### config.mk
export PLATFORM = sky130hd
export DESIGN_NAME = coproc_alu_byte_field_ops
export DESIGN_NICKNAME = d
export VERILOG_FILES = /design/src/hw/coproc_alu_pkg.sv /design/src/hw/coproc_alu_byte_field_ops.sv
export SDC_FILE = /design/constraint.sdc
export NUM_CORES = 1
export LEC_CHECK = 0
export ABC_AREA = 0
export CORE_ASPECT_RATIO = 2
export CORE_UTILIZATION = 58
export CTS_CLUSTER_SIZE = 12
export DETAILED_ROUTE_END_ITERATION = 8
export DONT_BUFFER_PORTS = 1
export GPL_TIMING_DRIVEN = 0
export PLACE_DENSITY_LB_ADDON = 0.08
export SYNTH_ARGS = -nofsm -noshare
export SYNTH_HDL_FRONTEND = slang
export SYNTH_SLANG_ARGS = --single-unit
export TNS_END_PERCENT = 30
### constraint.sdc
create_clock -name mclk -period 8.8 [get_ports mclk]
set_clock_uncertainty 0.15 [all_clocks]
set_input_delay 2.64 -clock mclk [delete_from_list [all_inputs] [get_ports mclk]]
set_output_delay 2.64 -clock mclk [all_outputs]
set_load 0.01 [all_outputs]
### src/hw/coproc_alu_pkg.sv
// =============================================================
// shared constants and types of the coprocessor alu slice
// =============================================================
package coproc_alu_pkg;
  // datapath geometry
  localparam int DATA_W = 16;
  localparam int IDX_W = 3;
  localparam int SIGN_BIT = 15;
  localparam int BYTE_SIGN_BIT = 7;
  // field descriptor layout inside the second source
  localparam int W_HI = 7;
  localparam int W_LO = 4;
  localparam int O_HI = 3;
  localparam int O_LO = 0;
  // highest legal offset plus width before bits fall off the top
  localparam logic [4:0] FIELD_LIMIT = 5'h0f;
  // constant operands and reset values
  localparam logic [IDX_W-1:0] ZERO_REG_IDX = 3'h0;
  localparam logic [DATA_W-1:0] WORD_ZERO = 16'h0000;
  localparam logic [7:0] BYTE_ZERO = 8'h00;

  // operation select from the decoder
  typedef enum logic [1:0] {
    OP_ADD_IMMEDIATE_HIGH = 2'b00,
    OP_FIELD_INSERT_XNOR  = 2'b01,
    OP_XNOR_IMMEDIATE_LOW = 2'b10,
    OP_NONE               = 2'b11
  } alu_op_t;

  // condition_flags: negative, zero, overflow, carry
  typedef struct packed {
    logic n;
    logic z;
    logic v;
    logic c;
  } condition_flags_t;

  // one instruction as handed over by the decoder
  typedef struct packed {
    alu_op_t op;
    logic [IDX_W-1:0] dest_idx;
    logic [IDX_W-1:0] src1_idx;
    logic [IDX_W-1:0] src2_idx;
    logic [7:0] byte_constant;
  } alu_issue_t;

  // field mask: w+1 ones at offset o, bits past 15 simply dropped
  function automatic logic [DATA_W-1:0] field_mask(input logic [3:0] w,
                                                   input logic [3:0] o);
    logic [31:0] m;
    m = ((32'h1 << (w + 5'h1)) - 32'h1) << o;
    return m[DATA_W-1:0];
  endfunction : field_mask
endpackage : coproc_alu_pkg

### src/hw/coproc_alu_byte_field_ops.sv
// Summary of operation
// - add-high adds constant:00 into destination
// - 16-bit results: n=bit15, z=all zero
// - add-high overflow from signs old/const/new
// - add-high carry out of bit 15
// - field width/offset from source2, xnor insert
// - bits outside field stay unchanged
// - field bits above 15 dropped, no wrap
// - zero register source toggles field bits
// - insert and xnor-low: v cleared, c kept
// - xnor-low: complement of low byte xor
// - xnor-low keeps destination high byte
`timescale 1ns/10ps
`default_nettype none

module coproc_alu_byte_field_ops
  import coproc_alu_pkg::*;
#(
  parameter int NUM_REGS = 8
) (
  // clock and reset
  input wire logic mclk,
  input wire logic sys_rst,
  // instruction issue from the decoder
  input wire logic issue_valid,
  input wire alu_issue_t issue,
  // register file preload port
  input wire logic load_valid,
  input wire logic [IDX_W-1:0] load_idx,
  input wire logic [DATA_W-1:0] load_data,
  // register file read port
  input wire logic [IDX_W-1:0] read_idx,
  output logic [DATA_W-1:0] read_data_r,
  // execution result
  output logic done_r,
  output logic [IDX_W-1:0] result_idx_r,
  output logic [DATA_W-1:0] result_r,
  output condition_flags_t flags_r
);

  // =============================================================
  // register file
  // =============================================================
  // entry 0 is never written; it exists only to keep indexing plain
  logic [DATA_W-1:0] regs_r [NUM_REGS];
  // operand values as seen by the datapath
  logic [DATA_W-1:0] rd_val;
  logic [DATA_W-1:0] s1_val;
  logic [DATA_W-1:0] s2_val;
  // a real instruction is being executed this cycle
  logic exec;
  // next result and flags
  logic [DATA_W-1:0] result_nxt;
  condition_flags_t flags_nxt;

  assign exec = issue_valid && (issue.op != OP_NONE);

  // operand reads: zero register forced to zero on every port
  assign rd_val = (issue.dest_idx == ZERO_REG_IDX) ? WORD_ZERO
                  : regs_r[issue.dest_idx];
  assign s1_val = (issue.src1_idx == ZERO_REG_IDX) ? WORD_ZERO
                  : regs_r[issue.src1_idx];
  assign s2_val = (issue.src2_idx == ZERO_REG_IDX) ? WORD_ZERO
                  : regs_r[issue.src2_idx];

  // one write process per entry; execution beats a preload
  // to the same entry, since the decoder owns ordering
  genvar g;
  generate
    for (g = 0; g < NUM_REGS; g++) begin : g_reg
      localparam logic [IDX_W-1:0] MY_IDX = IDX_W'(g);
      if (g == 0) begin : g_zero
        // constant zero entry, writes are discarded
        always_ff @(posedge mclk) begin
          regs_r[g] <= WORD_ZERO;
        end
      end else begin : g_gen
        // general purpose entry
        always_ff @(posedge mclk) begin
          if (sys_rst) begin
            regs_r[g] <= WORD_ZERO;
          end else if (exec && issue.dest_idx == MY_IDX) begin
            regs_r[g] <= result_nxt;
          end else if (load_valid && load_idx == MY_IDX) begin
            regs_r[g] <= load_data;
          end
        end
      end
    end
  endgenerate

  // registered read port
  always_ff @(posedge mclk) begin
    if (sys_rst) begin
      read_data_r <= WORD_ZERO;
    end else if (read_idx == ZERO_REG_IDX) begin
      read_data_r <= WORD_ZERO;
    end else begin
      read_data_r <= regs_r[read_idx];
    end
  end

  // =============================================================
  // arithmetic and logic units
  // =============================================================
  // 17-bit sum keeps the carry out of bit 15
  logic [DATA_W:0] sum_w;
  // field descriptor
  logic [3:0] fw;
  logic [3:0] fo;
  logic [DATA_W-1:0] fld_mask;
  logic [DATA_W-1:0] fld_res;
  // low byte xnor
  logic [7:0] xl_res;

  // constant sits in the upper byte, lower byte zero
  assign sum_w = {1'b0, rd_val} + {1'b0, issue.byte_constant, BYTE_ZERO};

  // width and offset come straight from the second source
  assign fw = s2_val[W_HI:W_LO];
  assign fo = s2_val[O_HI:O_LO];
  // mask truncation drops anything shifted past bit 15
  assign fld_mask = field_mask(fw, fo);
  // source bits shifted to the offset, xnor only inside the mask
  assign fld_res = (rd_val & ~fld_mask)
                   | (~((s1_val << fo) ^ rd_val) & fld_mask);

  // with a zero source the xnor is plain inversion, so toggles
  // come for free without a dedicated path
  assign xl_res = ~(rd_val[7:0] ^ issue.byte_constant);

  // =============================================================
  // result and flag selection
  // =============================================================
  // flags hold unless the operation defines them
  always_comb begin
    flags_nxt = flags_r;
    result_nxt = rd_val;
    case (issue.op)
      OP_ADD_IMMEDIATE_HIGH: begin
        result_nxt = sum_w[DATA_W-1:0];
        flags_nxt.n = sum_w[SIGN_BIT];
        flags_nxt.z = (sum_w[DATA_W-1:0] == WORD_ZERO);
        // overflow only when both addends agree and the sum differs
        flags_nxt.v = (rd_val[SIGN_BIT] == issue.byte_constant[BYTE_SIGN_BIT])
                      && (sum_w[SIGN_BIT] != rd_val[SIGN_BIT]);
        flags_nxt.c = sum_w[DATA_W];
      end
      OP_FIELD_INSERT_XNOR: begin
        result_nxt = fld_res;
        flags_nxt.n = fld_res[SIGN_BIT];
        flags_nxt.z = (fld_res == WORD_ZERO);
        flags_nxt.v = 1'b0;
      end
      OP_XNOR_IMMEDIATE_LOW: begin
        result_nxt = {rd_val[DATA_W-1:8], xl_res};
        flags_nxt.n = xl_res[BYTE_SIGN_BIT];
        flags_nxt.z = (xl_res == BYTE_ZERO);
        flags_nxt.v = 1'b0;
      end
      default: begin
        // idle slot, nothing changes
      end
    endcase
  end

  // =============================================================
  // output registers
  // =============================================================
  // completion strobe, one cycle per executed instruction
  always_ff @(posedge mclk) begin
    if (sys_rst) begin
      done_r <= 1'b0;
    end else begin
      done_r <= exec;
    end
  end

  // result word and destination index, held until next exec
  always_ff @(posedge mclk) begin
    if (sys_rst) begin
      result_r <= WORD_ZERO;
      result_idx_r <= ZERO_REG_IDX;
    end else if (exec) begin
      result_r <= result_nxt;
      result_idx_r <= issue.dest_idx;
    end
  end

  // condition flags; carry is kept by insert and xnor-low
  always_ff @(posedge mclk) begin
    if (sys_rst) begin
      flags_r <= '0;
    end else if (exec) begin
      flags_r <= flags_nxt;
    end
  end
endmodule : coproc_alu_byte_field_ops

`default_nettype wire

* After elaboration in Yosys (flattened, before gate mapping) *
Memory sizes are Yosys's and may differ from the RTL's. A register that Yosys moved wholly into a read port is not among the register bits.
Index checks and enable logic that the tools add are counted.

storage, ports and cells
  RAM bits = 128
  output and inout port bits = 40
  memories = 1
  flip-flop bits (word level) = 24
  bits of input ports = 45
  word-level logic and storage cells = 153

operators by class
  equality and inequality tests = 19
  bitwise logic cells = 22
  shifts and indexed selects = 3
  reduce and logical (&&, ||, !) cells = 28
  mux-type cells = 70
  add/sub/neg operators = 3

memories
  memory  words  width  read ports  clocked after Yosys merged registers in  wr ports  line                             source
  regs_r  8      16     4           1                                        8         coproc_alu_byte_field_ops.sv:45  logic [DATA_W-1:0] regs_r [NUM_REGS];

operators with widths
  cell                   count
  $mux 16                16
  $mux 1                 51
  $pmux 16 s3            1
  $and 16x16->16         2
  $logic_not 16->1       2
  $not 16->16            2
  $shl 1x5->32 const A   1
  $shl 32x4->16          1
  $sub 32x1->32 const B  1
  $eq 3x3->1 const B     8
  $add 16x16->17         1
  $logic_and 1x1->1      16
  $or 16x16->16          1
  $shl 16x4->16          1
  $xor 16x16->16         1
  $or 1x1->1             14
  $eq 3x2->1 const B     4
  $logic_not 3->1        4
  $pmux 3 s3             1
  $logic_not 8->1        1
  $mux 8                 1
  $not 8->8              1
  $xor 8x8->8            1
  $eq 3x1->1 const B     2
  10 further kinds       11

* Longest topological paths before layout *
  depth in word-level cells = 12
  mapped depth = 21
  mapped depth without buffers = 17

* Least setup slack after synthesis *
No wires, ideal clock.

  path kind = input -> register
  start = input port issue[14] (netlist bit)
  end = register flags_r[2] (netlist bit)
  data required time = 8.566 ns
  setup time = 0.084 ns
  arrival = 7.234 ns
  buffers on the path = 4
  cell stages on the path = 17
  setup slack = 1.332 ns
  cells stage by stage = clkbuf_1 buf_2 clkbuf_1 buf_2 mux4_2 a21oi_1 inv_1 ha_1 fa_1 xor2_1 or4_1 or4_1 or4_1 or4_1 a21oi_1 nor2_1 o31ai_2

between the ends
  longest elaborated chain between the ends = 8
  elaborated cells between the ends (all ways) = 15
  those cells by class = add/sub (1); mux (2); bitwise (7); reduce/logical (4); memory (1)

RTL lines
  item                                                                    line                              source
  from (decl)                                                             coproc_alu_byte_field_ops.sv:26   input wire alu_issue_t issue,
  $mem_v2 8x16 or $logic_not 3->1 (tied branches)                         --
  $mux 16 (*)                                                             coproc_alu_byte_field_ops.sv:59   assign rd_val = (issue.dest_idx == ZERO_REG_IDX) ? WORD_ZERO
  parallel branches: the longest is 5 deep, another holds $add 16x16->17  --
  $pmux 3 s3 (*)                                                          coproc_alu_byte_field_ops.sv:139  case (issue.op)
  to (signal assigned)                                                    coproc_alu_byte_field_ops.sv:195  flags_r <= flags_nxt;
  to (decl)                                                               coproc_alu_byte_field_ops.sv:38   output condition_flags_t flags_r

Every way passes the cells marked *.
A chain may end at the register's enable or synchronous reset.

* Worst setup path in the final report *
  start = input port issue[15] (netlist bit)
  end = register flags_r[2] (netlist bit)

The elaborated chain is that of the path after synthesis.

==> results.py <==
metrics = {
    "timing": {
        "hold_ws_ps": 365,
        "setup_viol": 0,
        "worst_slew_pin_slew_ps": 1430,
        "fmax_mhz": 114,
        "min_period_ps": 8770,
        "hold_viol": 0,
        "rsz0062_at_grt": "no",
        "slew_violations": 0,
        "setup_tns_ps": 0,
        "fin_crit_sh_pct": 99.7,
        "slew_headroom_pct": 3.40,
    },
    "floorplanning": {
        "die_w_um": 103,
        "start_util_pct": 59.6,
        "die_area_um2": 21200,
        "core_um2": 20000,
        "ios": 85,
        "dieHeight_um": 205,
        "rows": 73,
    },
    "worst_setup_path": {
        "worstRegToRegCells": 17,
        "required_ps": 9010,
        "path_max_fanout": 10,
        "path_cells": "clkbuf_1, clkbuf_1, buf_1, clkbuf_1, mux4_2, a21oi_1, inv_1, ha_1, fa_1, xor2_1, or4_1, or4_1, or4_1, or4_1, a21oi_1, nor2_1, o31ai_2",
        "crit_path_max_incr_delay_ps": 740,
        "r2r-start": "regs_r[3][5]",
        "worst-setup-path-type": "input port to flop",
        "cp-end-kind": "flop",
        "critical-path-top-delay-family": "buffers and inverters",
        "cpMostUsedCell": "or4_1",
        "critPathLaunchType": "input port",
        "rr_endpoint": "regs_r[5][15]",
        "critPathBufInv": 5,
        "slowest_stage": "buf_1",
        "cp.arrival_ps": 8980,
        "rrSetupSlack_ps": 3250,
    },
    "route": {
        "ant_nets": 0,
        "wl_per_cell_um": 33.4,
        "first_iter_violations": 1565,
        "finalWirelength_um": 51400,
        "vias_per_cell": 7.64,
        "first_pass_iters": 8,
        "vias": 11757,
        "route.detailed.drc": 0,
    },
    "synthesis": {
        "synth_top_area_share_pct": 28.2,
        "synth-main-ff-cell": "edfxtp_1",
        "synthCells": 1234,
        "synth_compound_area_share_pct": 26.1,
        "ys_seq_area_share_pct": 34.9,
        "synth_top_family_by_area": "compound AO/OA/AOI/OAI gates",
        "synthesis.area_um2": 11900,
        "yosys.area_share.simple_pct": 13.3,
        "yosys_warnings": 0,
        "synth.avg_cell_area_um2": 9.66,
        "ys_types": 79,
        "synth.top_cells.by_area": "edfxtp_1 (28%), dfxtp_1 (6.7%), mux4_2 (6.6%)",
        "synthAdderAreaFrac_pct": 1.53,
        "syn_nets": 1293,
        "synth_xor_xnor_area_share_pct": 2.20,
        "yosysTopAreaCell": "edfxtp_1",
        "async_flop_share_pct": 0,
        "synthMuxAreaShare_pct": 17.6,
        "ys_seq_elements": 152,
        "synth_enable_flop_cells": 112,
    },
    "grt": {
        "antenna_found_initial": 1,
        "grt_max_degree": 17,
        "grt_use_met2_pct": 76.7,
        "overflow": 0,
        "grt_usage_pct": 50.8,
        "grt_use_met1_pct": 52.3,
        "grt_most_used_layer": "met2",
        "grt_pass1_wl_um": 74300,
        "grt_pass1_vias": 11503,
        "gr-usage-met3_pct": 20.1,
    },
    "hold_path": {
        "min-delay-start": "result_idx_r[0]",
        "holdPathEnd": "result_idx_r[0]",
        "holdPathStages": 2,
        "hold_class": "flop to flop",
    },
    "cells_and_area": {
        "n_fill_cell": 1706,
        "nets": 1322,
        "antennaDiodeCount": 0,
        "area_growth_pct": 8.47,
        "drive_gt1_share_pct": 16.6,
        "layout_commonest_cell": "edfxtp_1",
        "layout_common_cells": "edfxtp_1 (112), nand2_1 (102), nor2_1 (97)",
        "final_util_pct": 64.6,
        "fin_cells": 1538,
    },
    "flow_run": {
        "drv_cap": 0,
    },
    "power": {
        "p_leak_uw": 0.00463,
        "vdd_drop_max_mv": 0.162,
        "power-per-cell-area_nw_per_um2": 176,
        "fin_total_pwr_uw": 2270,
    },
    "cts": {
        "h-tree-depth": 4,
        "numCtsBuffers": 17,
        "clock_latency_ps": 450,
        "cts.sink_count": 152,
        "ctsResizeCount": 0,
        "clock_path_buffers": 2,
        "root_buffer": "clkbuf_16",
        "clk_pin_slew_ps": 70,
        "post_cts_buffers": 0,
        "cts_tree": "built",
        "cts_hold_buf": 0,
    },
    "run_status": {
        "status": "finished, final reports clean",
    },
    "place": {
        "place.port_buffers": 0,
        "place_inst": 1502,
        "post-dp-hpwl_um": 36900,
        "gp_congestion": 1.01,
    },
}
## per-layer routing
metal	routed length (µm)	part of all wire (%)
met4	5870	11
met2	23600	46
met5	0	0
met3	5860	11
met1	16100	31
## state kept, by name, indices dropped and copies added, names as in the netlist
name	cells
done_r	1
flags_r	4
read_data_r	16
regs_r	112
result_idx_r	3
result_r	16
## cell type report
| class | count | area [µm²] | share of cell area (%) |
|---|---|---|---|
| tap | 262 | 328 | 2.54 |
| multi-input combinational | 965 | 7260 | 56.1 |
| clock inverter | 15 | 154 | 1.19 |
| sequential | 152 | 4160 | 32.2 |
| timing repair buffer | 10 | 80.1 | 0.619 |
| buffer | 100 | 457 | 3.53 |
| clock buffer | 17 | 425 | 3.29 |
| inverter | 17 | 63.8 | 0.494 |
## power breakdown
| part | internal [µW] | total (µW) | leakage, µW | switching, µW |
|---|---|---|---|---|
| logic | 221 | 661 | 0.00285 | 440 |
| registers | 815 | 862 | 0.00150 | 46.7 |
| clock network | 401 | 748 | 0.000287 | 347 |
## cell families after synthesis
| group | count (synthesis) |
|---|---|
| flip-flops | 152 |
| adder cells (fa/ha/maj) | 14 |
| XOR/XNOR | 30 |
| multiplexers | 156 |
| AO/OA/AOI/OAI | 429 |
| AND/OR/NAND/NOR | 335 |
| other | 1 |
| buffers and inverters | 117 |
## how the worst max path moves through the flow
stage                   start          to  depth (start not counted)
detailed placement  issue[15]  flags_r[2]                         17
CTS                 issue[15]  flags_r[2]                         17
finish              issue[15]  flags_r[2]                         17
floorplan           issue[14]  flags_r[2]                         17
global placement    issue[15]  flags_r[2]                         17
global route        issue[15]  flags_r[2]                         17
## tightest hold or removal path: cells and delay by family, from the launching register on
kind,cells,cell delay [ps]
simple gates,1,70
flops,1,350
compound gates,1,60
## per-stage QoR
| stage | instance area, µm² | setup WS (ps) |
|---|---|---|
| finish | 12900 | 27.6 |
| global route | 12900 | 32.6 |
| CTS | 12900 | 317 |
| detailed placement | 12300 | -80.6 |
| global placement | 12200 | -86.1 |
| floorplan | 11900 | 1330 |
## synthesized netlist by cell type (all sizes together) (18+ instances only)
cell type    n
a22o        48
edfxtp     112
a22oi       34
xnor2       18
mux4        35
mux2i       54
nor3        31
clkbuf      57
buf         43
nor4        20
nand2      102
a211oi      27
a21oi       80
nor2        98
dfxtp       40
mux2        67
a221oi      32
o21ai       90
No activity file was read; power rests on OpenSTA's default activity.
